### src/rtl/ccd_pkg.sv
package ccd_pkg;
    // =============================================
    // Register indices (byte address = index * 4)
    localparam int unsigned      ADDR_W       = 14;
    localparam logic [11:0]      IDX_S1_CNT   = 12'h19E;
    localparam logic [11:0]      IDX_PHASE    = 12'h19F;
    localparam logic [11:0]      IDX_S2_CNT   = 12'h1A0;
    localparam logic [11:0]      IDX_CTRL     = 12'h1A1;
    localparam logic [11:0]      IDX_DCC      = 12'h1A2;
    localparam logic [11:0]      IDX_STATUS   = 12'h1A3;
    // =============================================
    // Field layout
    localparam int unsigned      NIB_W        = 4;
    localparam int unsigned      CNT_LOW_LSB  = 4;
    localparam int unsigned      CNT_HIGH_LSB = 0;
    localparam int unsigned      PH_S2_LSB    = 4;
    localparam int unsigned      PH_S1_LSB    = 0;
    localparam int unsigned      CTL_BYP2     = 5;
    localparam int unsigned      CTL_BYP1     = 4;
    localparam int unsigned      CTL_NOSYNC   = 3;
    localparam int unsigned      CTL_FORCE    = 2;
    localparam int unsigned      CTL_START2   = 1;
    localparam int unsigned      CTL_START1   = 0;
    localparam int unsigned      DCC_OFF_BIT  = 0;
    localparam logic [7:0]       CTRL_MASK    = 8'h3F;
    localparam logic [7:0]       DCC_MASK     = 8'h01;
    // =============================================
    // Reset values
    localparam logic [7:0]       RST_CNT      = 8'h00;
    localparam logic [7:0]       RST_PHASE    = 8'h00;
    localparam logic [7:0]       RST_CTRL     = 8'h00;
    localparam logic [7:0]       RST_DCC      = 8'h00;
    // =============================================
    // Bus answers and timing
    localparam logic [1:0]       RESP_OKAY    = 2'h0;
    localparam logic [1:0]       RESP_SLVERR  = 2'h2;
    localparam int unsigned      DIST_DIV_DEF = 1;
    localparam int unsigned      PERIOD_W     = 16;

    typedef enum logic [1:0] {ST_HOLD, ST_PHASE, ST_HIGH, ST_LOW} ccd_stage_state_t;
endpackage

### src/rtl/ccd_stage_if.sv
`timescale 1ns/1ps
`default_nettype none
// =============================================
// Settings and outputs of one divider stage
interface ccd_stage_if;
    logic [3:0] high_cnt;
    logic [3:0] low_cnt;
    logic [3:0] phase;
    logic       bypass;
    logic       start_hi;
    logic       hold;
    logic       tick_in;
    logic       lvl;
    logic       tick_out;

    modport stage (input high_cnt, low_cnt, phase, bypass, start_hi, hold, tick_in,
                   output lvl, tick_out);
    modport ctrl  (output high_cnt, low_cnt, phase, bypass, start_hi, hold, tick_in,
                   input lvl, tick_out);
endinterface
`default_nettype wire

### src/rtl/ccd_div_stage.sv
`timescale 1ns/1ps
`default_nettype none
module ccd_div_stage
(
    input  wire logic  i_clk,
    input  wire logic  i_rst,
    ccd_stage_if.stage sif
);
    ccd_pkg::ccd_stage_state_t state_q;
    logic [3:0]                cnt_q;
    logic                      lvl_q;
    logic                      tick_q;

    // =============================================
    // Counter and phase machine, advances on input ticks
    always_ff @(posedge i_clk or posedge i_rst)
    begin
        if (i_rst)
        begin
            state_q <= ccd_pkg::ST_HOLD;
            cnt_q   <= 4'h0;
        end
        else if (sif.hold || sif.bypass)
        begin
            // Counting logic parked while bypassed (power down)
            state_q <= ccd_pkg::ST_HOLD;
            cnt_q   <= 4'h0;
        end
        else if (sif.tick_in)
        begin
            case (state_q)
                ccd_pkg::ST_HOLD:
                begin
                    if (sif.phase != 4'h0)
                    begin
                        state_q <= ccd_pkg::ST_PHASE;
                        cnt_q   <= sif.phase - 4'h1;
                    end
                    else
                    begin
                        state_q <= sif.start_hi ? ccd_pkg::ST_HIGH : ccd_pkg::ST_LOW;
                        cnt_q   <= sif.start_hi ? sif.high_cnt : sif.low_cnt;
                    end
                end
                ccd_pkg::ST_PHASE:
                begin
                    if (cnt_q == 4'h0)
                    begin
                        state_q <= sif.start_hi ? ccd_pkg::ST_HIGH : ccd_pkg::ST_LOW;
                        cnt_q   <= sif.start_hi ? sif.high_cnt : sif.low_cnt;
                    end
                    else
                        cnt_q <= cnt_q - 4'h1;
                end
                ccd_pkg::ST_HIGH:
                begin
                    if (cnt_q == 4'h0)
                    begin
                        state_q <= ccd_pkg::ST_LOW;
                        cnt_q   <= sif.low_cnt;
                    end
                    else
                        cnt_q <= cnt_q - 4'h1;
                end
                default:
                begin
                    if (cnt_q == 4'h0)
                    begin
                        state_q <= ccd_pkg::ST_HIGH;
                        cnt_q   <= sif.high_cnt;
                    end
                    else
                        cnt_q <= cnt_q - 4'h1;
                end
            endcase
        end
    end

    // =============================================
    // Output level; start level shown while held or offset
    always_ff @(posedge i_clk or posedge i_rst)
    begin
        if (i_rst)
        begin
            lvl_q  <= 1'b0;
            tick_q <= 1'b0;
        end
        else if (sif.bypass)
        begin
            lvl_q  <= sif.tick_in;
            tick_q <= sif.tick_in;
        end
        else
        begin
            lvl_q  <= (state_q == ccd_pkg::ST_HIGH) ||
                      ((state_q == ccd_pkg::ST_HOLD || state_q == ccd_pkg::ST_PHASE)
                       && sif.start_hi);
            tick_q <= sif.tick_in && !sif.hold && (state_q == ccd_pkg::ST_LOW)
                      && (cnt_q == 4'h0);
        end
    end

    assign sif.lvl      = lvl_q;
    assign sif.tick_out = tick_q;
endmodule
`default_nettype wire

### src/rtl/ccd_duty_fix.sv
`timescale 1ns/1ps
`default_nettype none
module ccd_duty_fix
#(
    parameter int unsigned PERIOD_W = ccd_pkg::PERIOD_W
)
(
    input  wire logic i_clk,
    input  wire logic i_rst,
    input  wire logic i_en,
    input  wire logic i_lvl,
    output logic      o_lvl
);
    logic                rise;
    logic                prev_q;
    logic [PERIOD_W-1:0] per_cnt_q;
    logic [PERIOD_W-1:0] half_q;
    logic [PERIOD_W-1:0] pos_q;
    logic                out_q;

    assign rise = i_lvl && !prev_q;

    // =============================================
    // Measure last period; rebuild a half-period high
    // Needs one full period to settle after a ratio change
    always_ff @(posedge i_clk or posedge i_rst)
    begin
        if (i_rst)
        begin
            prev_q    <= 1'b0;
            per_cnt_q <= '0;
            half_q    <= '0;
            pos_q     <= '0;
            out_q     <= 1'b0;
        end
        else
        begin
            prev_q <= i_lvl;
            if (rise)
            begin
                per_cnt_q <= {{(PERIOD_W-1){1'b0}}, 1'b1};
                half_q    <= (per_cnt_q >> 1) == '0 ? {{(PERIOD_W-1){1'b0}}, 1'b1}
                                                    : per_cnt_q >> 1;
                pos_q     <= '0;
            end
            else
            begin
                per_cnt_q <= per_cnt_q + {{(PERIOD_W-1){1'b0}}, 1'b1};
                pos_q     <= pos_q + {{(PERIOD_W-1){1'b0}}, 1'b1};
            end
            out_q <= i_en ? (rise || (pos_q + 1'b1 < half_q && !rise && prev_q | out_q))
                          : i_lvl;
        end
    end

    assign o_lvl = out_q;
endmodule
`default_nettype wire

### src/rtl/ccd_channel_top.sv
`timescale 1ns/1ps
`default_nettype none
module ccd_channel_top
#(
    parameter int unsigned DIST_DIV = ccd_pkg::DIST_DIV_DEF
)
(
    input  wire logic        I_SYS_CLK,
    input  wire logic        I_RST,
    input  wire logic        I_SYNC_N,
    input  wire logic [13:0] I_S_AXI_AWADDR,
    input  wire logic        I_S_AXI_AWVALID,
    output logic             O_S_AXI_AWREADY,
    input  wire logic [31:0] I_S_AXI_WDATA,
    input  wire logic [3:0]  I_S_AXI_WSTRB,
    input  wire logic        I_S_AXI_WVALID,
    output logic             O_S_AXI_WREADY,
    output logic [1:0]       O_S_AXI_BRESP,
    output logic             O_S_AXI_BVALID,
    input  wire logic        I_S_AXI_BREADY,
    input  wire logic [13:0] I_S_AXI_ARADDR,
    input  wire logic        I_S_AXI_ARVALID,
    output logic             O_S_AXI_ARREADY,
    output logic [31:0]      O_S_AXI_RDATA,
    output logic [1:0]       O_S_AXI_RRESP,
    output logic             O_S_AXI_RVALID,
    input  wire logic        I_S_AXI_RREADY,
    output logic             O_CLK_OUT,
    output logic             O_CLK_TICK,
    output logic             O_STAGE1_CLK
);
    // =============================================
    // Declarations
    localparam int unsigned DIV_W = (DIST_DIV > 1) ? $clog2(DIST_DIV) : 1;

    logic [7:0]       s1_cnt_q;
    logic [7:0]       phase_q;
    logic [7:0]       s2_cnt_q;
    logic [7:0]       ctrl_q;
    logic [7:0]       dcc_q;

    logic             sync_meta_q;
    logic             sync_n_q;
    logic             sync_hold;

    logic [DIV_W-1:0] dist_cnt_q;
    logic             dist_tick_q;

    logic [11:0]      aw_idx_q;
    logic             aw_full_q;
    logic [31:0]      w_data_q;
    logic [3:0]       w_strb_q;
    logic             w_full_q;
    logic             wr_go;

    logic             raw_lvl;
    logic             fixed_lvl;
    logic             force_now;

    ccd_stage_if s1_if ();
    ccd_stage_if s2_if ();

    // =============================================
    // Index decode, shared by read and write paths
    function automatic logic idx_mapped(input logic [11:0] idx);
        idx_mapped = (idx == ccd_pkg::IDX_S1_CNT) || (idx == ccd_pkg::IDX_PHASE)
                  || (idx == ccd_pkg::IDX_S2_CNT) || (idx == ccd_pkg::IDX_CTRL)
                  || (idx == ccd_pkg::IDX_DCC)    || (idx == ccd_pkg::IDX_STATUS);
    endfunction

    function automatic logic [11:0] byte_to_idx(input logic [13:0] addr);
        byte_to_idx = addr[13:2];
    endfunction

    // =============================================
    // Chip sync pin: two flops before any use
    always_ff @(posedge I_SYS_CLK or posedge I_RST)
    begin
        if (I_RST)
        begin
            sync_meta_q <= 1'b1;
            sync_n_q    <= 1'b1;
        end
        else
        begin
            sync_meta_q <= I_SYNC_N;
            sync_n_q    <= sync_meta_q;
        end
    end

    // Sync holds the dividers unless ignored
    assign sync_hold = !sync_n_q && !ctrl_q[ccd_pkg::CTL_NOSYNC];

    // =============================================
    // Distribution clock as an enable pulse
    // Single clock domain, so the tree rate is a divided tick
    always_ff @(posedge I_SYS_CLK or posedge I_RST)
    begin
        if (I_RST)
        begin
            dist_cnt_q  <= '0;
            dist_tick_q <= 1'b0;
        end
        else if (dist_cnt_q == DIV_W'(DIST_DIV - 1))
        begin
            dist_cnt_q  <= '0;
            dist_tick_q <= 1'b1;
        end
        else
        begin
            dist_cnt_q  <= dist_cnt_q + 1'b1;
            dist_tick_q <= 1'b0;
        end
    end

    // =============================================
    // Stage settings from the register file
    assign s1_if.high_cnt = s1_cnt_q[ccd_pkg::CNT_HIGH_LSB +: ccd_pkg::NIB_W];
    assign s1_if.low_cnt  = s1_cnt_q[ccd_pkg::CNT_LOW_LSB +: ccd_pkg::NIB_W];
    assign s1_if.phase    = phase_q[ccd_pkg::PH_S1_LSB +: ccd_pkg::NIB_W];
    assign s1_if.bypass   = ctrl_q[ccd_pkg::CTL_BYP1];
    assign s1_if.start_hi = ctrl_q[ccd_pkg::CTL_START1];
    assign s1_if.hold     = sync_hold;
    assign s1_if.tick_in  = dist_tick_q;

    // Second stage counts first-stage periods
    assign s2_if.high_cnt = s2_cnt_q[ccd_pkg::CNT_HIGH_LSB +: ccd_pkg::NIB_W];
    assign s2_if.low_cnt  = s2_cnt_q[ccd_pkg::CNT_LOW_LSB +: ccd_pkg::NIB_W];
    assign s2_if.phase    = phase_q[ccd_pkg::PH_S2_LSB +: ccd_pkg::NIB_W];
    assign s2_if.bypass   = ctrl_q[ccd_pkg::CTL_BYP2];
    assign s2_if.start_hi = ctrl_q[ccd_pkg::CTL_START2];
    assign s2_if.hold     = sync_hold;
    assign s2_if.tick_in  = s1_if.tick_out;

    // =============================================
    // The two cascaded stages
    ccd_div_stage u_stage1
    (
        .i_clk (I_SYS_CLK),
        .i_rst (I_RST),
        .sif   (s1_if.stage)
    );

    ccd_div_stage u_stage2
    (
        .i_clk (I_SYS_CLK),
        .i_rst (I_RST),
        .sif   (s2_if.stage)
    );

    assign raw_lvl = s2_if.lvl;

    // =============================================
    // Duty-cycle correction on the channel output
    ccd_duty_fix #(
        .PERIOD_W (ccd_pkg::PERIOD_W)
    ) u_duty
    (
        .i_clk (I_SYS_CLK),
        .i_rst (I_RST),
        .i_en  (!dcc_q[ccd_pkg::DCC_OFF_BIT]),
        .i_lvl (raw_lvl),
        .o_lvl (fixed_lvl)
    );

    // Static level only while sync is ignored and sync is asserted
    assign force_now = ctrl_q[ccd_pkg::CTL_NOSYNC] && !sync_n_q;

    // =============================================
    // Channel outputs, all registered
    always_ff @(posedge I_SYS_CLK or posedge I_RST)
    begin
        if (I_RST)
        begin
            O_CLK_OUT    <= 1'b0;
            O_CLK_TICK   <= 1'b0;
            O_STAGE1_CLK <= 1'b0;
        end
        else
        begin
            O_CLK_OUT    <= force_now ? ctrl_q[ccd_pkg::CTL_FORCE] : fixed_lvl;
            O_CLK_TICK   <= s2_if.tick_out && !force_now;
            O_STAGE1_CLK <= s1_if.lvl;
        end
    end

    // =============================================
    // Write address channel, held until the write completes
    always_ff @(posedge I_SYS_CLK or posedge I_RST)
    begin
        if (I_RST)
        begin
            aw_idx_q        <= 12'h000;
            aw_full_q       <= 1'b0;
            O_S_AXI_AWREADY <= 1'b0;
        end
        else
        begin
            O_S_AXI_AWREADY <= !aw_full_q && !O_S_AXI_AWREADY && I_S_AXI_AWVALID;
            if (O_S_AXI_AWREADY && I_S_AXI_AWVALID)
            begin
                aw_idx_q  <= byte_to_idx(I_S_AXI_AWADDR);
                aw_full_q <= 1'b1;
            end
            else if (wr_go)
            begin
                // Freed only by the commit
                aw_full_q <= 1'b0;
            end
        end
    end

    // =============================================
    // Write data channel, taken independently of the address
    always_ff @(posedge I_SYS_CLK or posedge I_RST)
    begin
        if (I_RST)
        begin
            w_data_q       <= 32'h0000_0000;
            w_strb_q       <= 4'h0;
            w_full_q       <= 1'b0;
            O_S_AXI_WREADY <= 1'b0;
        end
        else
        begin
            O_S_AXI_WREADY <= !w_full_q && !O_S_AXI_WREADY && I_S_AXI_WVALID;
            if (O_S_AXI_WREADY && I_S_AXI_WVALID)
            begin
                w_data_q <= I_S_AXI_WDATA;
                w_strb_q <= I_S_AXI_WSTRB;
                w_full_q <= 1'b1;
            end
            else if (wr_go)
            begin
                // Freed even when lane 0 is off
                w_full_q <= 1'b0;
            end
        end
    end

    // Commit once both halves are in and no response waits
    assign wr_go = aw_full_q && w_full_q && !O_S_AXI_BVALID;

    // =============================================
    // Write response
    always_ff @(posedge I_SYS_CLK or posedge I_RST)
    begin
        if (I_RST)
        begin
            O_S_AXI_BVALID <= 1'b0;
            O_S_AXI_BRESP  <= ccd_pkg::RESP_OKAY;
        end
        else if (wr_go)
        begin
            O_S_AXI_BVALID <= 1'b1;
            O_S_AXI_BRESP  <= idx_mapped(aw_idx_q) ? ccd_pkg::RESP_OKAY
                                                   : ccd_pkg::RESP_SLVERR;
        end
        else if (I_S_AXI_BREADY)
        begin
            // Stands until taken
            O_S_AXI_BVALID <= 1'b0;
        end
    end

    // =============================================
    // Register file; only byte lane 0 carries data
    // Settings change on the fly, so a divider may glitch once
    always_ff @(posedge I_SYS_CLK or posedge I_RST)
    begin
        if (I_RST)
        begin
            s1_cnt_q <= ccd_pkg::RST_CNT;
            phase_q  <= ccd_pkg::RST_PHASE;
            s2_cnt_q <= ccd_pkg::RST_CNT;
            ctrl_q   <= ccd_pkg::RST_CTRL;
            dcc_q    <= ccd_pkg::RST_DCC;
        end
        else if (wr_go && w_strb_q[0])
        begin
            case (aw_idx_q)
                ccd_pkg::IDX_S1_CNT: s1_cnt_q <= w_data_q[7:0];
                ccd_pkg::IDX_PHASE:  phase_q  <= w_data_q[7:0];
                ccd_pkg::IDX_S2_CNT: s2_cnt_q <= w_data_q[7:0];
                ccd_pkg::IDX_CTRL:   ctrl_q   <= w_data_q[7:0] & ccd_pkg::CTRL_MASK;
                ccd_pkg::IDX_DCC:    dcc_q    <= w_data_q[7:0] & ccd_pkg::DCC_MASK;
                default:             ;
            endcase
        end
    end

    // =============================================
    // Read channel: one cycle to accept, data registered
    always_ff @(posedge I_SYS_CLK or posedge I_RST)
    begin
        if (I_RST)
        begin
            O_S_AXI_ARREADY <= 1'b0;
            O_S_AXI_RVALID  <= 1'b0;
            O_S_AXI_RDATA   <= 32'h0000_0000;
            O_S_AXI_RRESP   <= ccd_pkg::RESP_OKAY;
        end
        else
        begin
            O_S_AXI_ARREADY <= !O_S_AXI_ARREADY && !O_S_AXI_RVALID && I_S_AXI_ARVALID;
            if (O_S_AXI_ARREADY && I_S_AXI_ARVALID)
            begin
                O_S_AXI_RVALID <= 1'b1;
                O_S_AXI_RRESP  <= idx_mapped(byte_to_idx(I_S_AXI_ARADDR))
                                  ? ccd_pkg::RESP_OKAY : ccd_pkg::RESP_SLVERR;
                case (byte_to_idx(I_S_AXI_ARADDR))
                    ccd_pkg::IDX_S1_CNT: O_S_AXI_RDATA <= {24'h000000, s1_cnt_q};
                    ccd_pkg::IDX_PHASE:  O_S_AXI_RDATA <= {24'h000000, phase_q};
                    ccd_pkg::IDX_S2_CNT: O_S_AXI_RDATA <= {24'h000000, s2_cnt_q};
                    ccd_pkg::IDX_CTRL:   O_S_AXI_RDATA <= {24'h000000, ctrl_q};
                    ccd_pkg::IDX_DCC:    O_S_AXI_RDATA <= {24'h000000, dcc_q};
                    ccd_pkg::IDX_STATUS: O_S_AXI_RDATA <= {28'h0000000, sync_hold,
                                                           s2_if.lvl, s1_if.lvl,
                                                           O_CLK_OUT};
                    default:             O_S_AXI_RDATA <= 32'h0000_0000;
                endcase
            end
            else if (I_S_AXI_RREADY)
            begin
                // Data stands until taken
                O_S_AXI_RVALID <= 1'b0;
            end
        end
    end
endmodule
`default_nettype wire

### config.mk
export PLATFORM = sky130hd
export DESIGN_NAME = ccd_channel_top
export DESIGN_NICKNAME = d
export VERILOG_FILES = /design/src/rtl/ccd_pkg.sv /design/src/rtl/ccd_stage_if.sv /design/src/rtl/ccd_div_stage.sv /design/src/rtl/ccd_duty_fix.sv /design/src/rtl/ccd_channel_top.sv
export SDC_FILE = /design/constraint.sdc
export NUM_CORES = 1
export LEC_CHECK = 0
export ABC_AREA = 1
export BUFFER_PORTS_ARGS = -buffer_cell sky130_fd_sc_hd__buf_2
export CAP_MARGIN = 10
export CORE_ASPECT_RATIO = 1.5
export CORE_UTILIZATION = 35
export DETAILED_ROUTE_END_ITERATION = 7
export SYNTH_ARGS = -nofsm -noshare
export SYNTH_HDL_FRONTEND = slang
export SYNTH_SLANG_ARGS = --single-unit
### constraint.sdc
create_clock -name I_SYS_CLK -period 5.21 [get_ports I_SYS_CLK]
set_input_delay 0.521 -clock I_SYS_CLK [delete_from_list [all_inputs] [get_ports I_SYS_CLK]]
set_output_delay 0.521 -clock I_SYS_CLK [all_outputs]
set_load 0.05 [all_outputs]
==> metrics.cfg <==
[global_route]
grt_pass1_vias=6114
overflow=0
grt_max_degree=102
grt_usage_pct=16.1
antenna_found_initial=0
grt_first_pass_wirelength_microns=29700

[clock_tree]
clock-sinks=140
htreeDepth=4
clockBufferDepth=2
post_cts_resized=0
cts_setup_buffers=0
cts_hold_buf=0
clock_latency_ps=420
clk_root_buffer_cell=clkbuf_16
clkTransAtPathRegs_ps=60
cts_tree=built
cts_made_buffers=17

[sta]
grt_setup_unrepaired=no
relSlewSlack_pct=33.4
fmaxAchievable_mhz=410
fin_crit_sh_pct=46.8
setup_tns_ps=0
clock_skew_ps=7.30
finalMaxSlewViolations=0
tightestPinTransition_ps=998
finalSetupViolCount=0
timing.hold.ws_ps=196
finalCriticalPeriod_ps=2440
finalHoldViolations=0

[synthesis]
yosysTopAreaCell=dfrtp_1
synth.most_common_cell=nand2_1
synth_common_cells=203 x nand2_1, 151 x inv_1, 138 x dfrtp_1
synth.area.top_cells=dfrtp_1 44%, nand2_1 9.7%, inv_1 7.2%, ha_1 5.4%, o21ai_0 5.0%
ys_async_sr_fraction_pct=100
synth-seq-area-share_pct=44.5
postSynthAreaPerCell_sq_um=7.94
synth_cell_type_count=48
postSynthCellCount=992
synth_seq_cells=140
synth-edff-count=0
syn-cell-area_sq_um=7880
ys_warn_count=0
ys.flop_type=dfrtp_1
synth_top_area_share_pct=43.8

[drt]
drt_iter0_markers=418
ant_nets=0
route.detailed.drc=0
firstDrtPassIters=5
vias=6371
drt_wl_total_microns=17800
avgRoutedWirePerCell_microns=13.4
via_per_inst=4.78

[final_layout]
final_nets=1155
syn2layout_area_growth_pct=13.2
nFillCells=2214
drive_gt1_share_pct=13.1
diodes=0

[worst_setup_path]
crit_chain=ha_1, nand2_1, nor2_1, inv_1, nor2_2, nand2_1, nor2_2, inv_1, nand2_1, inv_1, ha_1, nand2_1, o21a_1, o211ai_1, inv_1, nand2_1, nand2_1
crit_path_start_kind=flop
worstPathArrival_ps=2740
cp-end-kind=flop
crit_path_max_incr_delay_ps=390
worstPathRequired_ps=5510
worst-setup-path-type=flop to flop
path_common_cell=nand2_1
critPathSlowestCell=dfrtp_1
cp_max_fo=4

[place]
portBuffers=58
post-dp-hpwl_microns=13200
routabilityCongestion=0.885

[floorplanning]
row_count=66
ioPinCount=116
die_y_microns=186
start_util_pct=36.0
die_w_microns=125
core_sq_um=21900
die-area_sq_um=23100

[run]
maxCapViolCount=0

[run_status]
status=completed

[power]
power_density_nw_per_um2=409
ir_drop_uv=220
power.leakage_nw=4.59

[hold_path]
worstHoldPathType=input port to flop

kinds of logic after synthesis:
logic type | Yosys count | share of synthesized area [%]
compound gates | 187 | 13.4
buf+inv | 202 | 11.3
xor+xnor | 12 | 1.33
fa+ha+maj | 34 | 5.40
mux | 5 | 0.714
flops | 140 | 44.5
other cells | 2 | 0.0953
simple gates | 410 | 23.3
cell type report:
class / instances / area (sq um) / share of cell area (%)
tap: 272 / 340 / 3.81
multi-input combinational: 675 / 3580 / 40.1
timing repair buffer: 60 / 305 / 3.42
inverter: 155 / 587 / 6.58
sequential: 140 / 3510 / 39.3
clock buffer: 21 / 460 / 5.16
clock inverter: 11 / 144 / 1.61
final timing paths:
path	start	depth (start not counted)	to	slack, ps
hold reg to reg	u_stage1.sif.lvl$_DFF_PP0_	0	O_STAGE1_CLK$_DFF_PP0_	380
setup / recovery	u_duty.pos_q[0]$_DFF_PP0_	17	u_duty.o_lvl$_DFF_PP0_	2770
setup reg to reg	u_duty.pos_q[0]$_DFF_PP0_	17	u_duty.o_lvl$_DFF_PP0_	2770
max in group asynchronous	I_RST	3	phase_q[2]$_DFFE_PP0P_	3770
min in group asynchronous	I_RST	2	aw_idx_q[6]$_DFFE_PP0P_	290
hold / removal	I_SYNC_N	1	sync_meta_q$_DFF_PP1_	200
routing by layer:
metal	vias to the layer above	wire length (microns)	global-route usage (%)
li1	3263	-	-
met1	2929	7340	18.1
met2	143	9340	29.6
met3	36	579	3.10
met4	0	568	6.94
met5	-	0	0
worst max-delay path: cells and delay by family (launching register included):
| family | cells | cell delay, ps |
|---|---|---|
| flops | 1 | 390 |
| buf+inv | 4 | 230 |
| compound gates | 2 | 350 |
| fa+ha+maj | 2 | 440 |
| simple gates | 9 | 900 |
metrics by stage:
step / cell area (sq um) / std cells / setup WS (ps) / utilization, % / power, mW
3_5_place_dp: 8320 / 1302 / 2760 / 38.0 / 2.43
5_1_grt: 8920 / 1334 / 2450 / 40.8 / 3.90
3_3_place_gp: 8320 / 1302 / 2790 / 38.0 / 2.41
6_report: 8920 / 1334 / 2770 / 40.8 / 3.65
4_1_cts: 8920 / 1334 / 2740 / 40.8 / 3.69
2_1_floorplan: 7980 / 1017 / 939 / - / 2.20
sequential cells by signal (all words and copies together), names as in the netlist, 6 cells and up:
register,count
s2_cnt_q,8
u_duty.per_cnt_q,16
O_S_AXI_RDATA,8
w_data_q,8
s1_cnt_q,8
aw_idx_q,12
phase_q,8
u_duty.pos_q,16
ctrl_q,6
u_duty.half_q,15
placed cells by master (no fill, tap or decap), types with 3 or more instances in the layout:
| cell type | Yosys | layout |
|---|---|---|
| a21oi_1 | 51 | 51 |
| buf_2 | 7 | 58 |
| bufinv_16 | 0 | 3 |
| clkbuf_16 | 0 | 17 |
| clkinv_2 | 0 | 3 |
| clkinvlp_4 | 0 | 4 |
| conb_1 | 2 | 27 |
| dfrtp_1 | 138 | 138 |
| ha_1 | 34 | 34 |
| inv_1 | 151 | 150 |
| inv_2 | 4 | 4 |
| mux2_2 | 5 | 5 |
| nand2_1 | 203 | 203 |
| nand3_1 | 55 | 55 |
| nand4_1 | 17 | 17 |
| nor2_1 | 96 | 96 |
| nor2_2 | 4 | 4 |
| nor3_1 | 12 | 12 |
| nor3_2 | 4 | 4 |
| nor4_1 | 3 | 3 |
| o211ai_1 | 6 | 6 |
| o21a_1 | 3 | 3 |
| o21ai_0 | 79 | 79 |
| o21ai_1 | 18 | 18 |
| o21ai_2 | 16 | 16 |
| o311ai_0 | 3 | 3 |
| or2_2 | 3 | 3 |
| xor2_1 | 10 | 10 |
power breakdown:
| part | switching, mW | leakage (nW) | internal, mW |
|---|---|---|---|
| Clock | 0.472 | 0.285 | 0.777 |
| Sequential | 0.136 | 1.83 | 1.29 |
| Combinational | 0.670 | 2.48 | 0.305 |
| Total | 1.28 | 4.59 | 2.37 |
No activity file was read; power rests on OpenSTA's default activity.
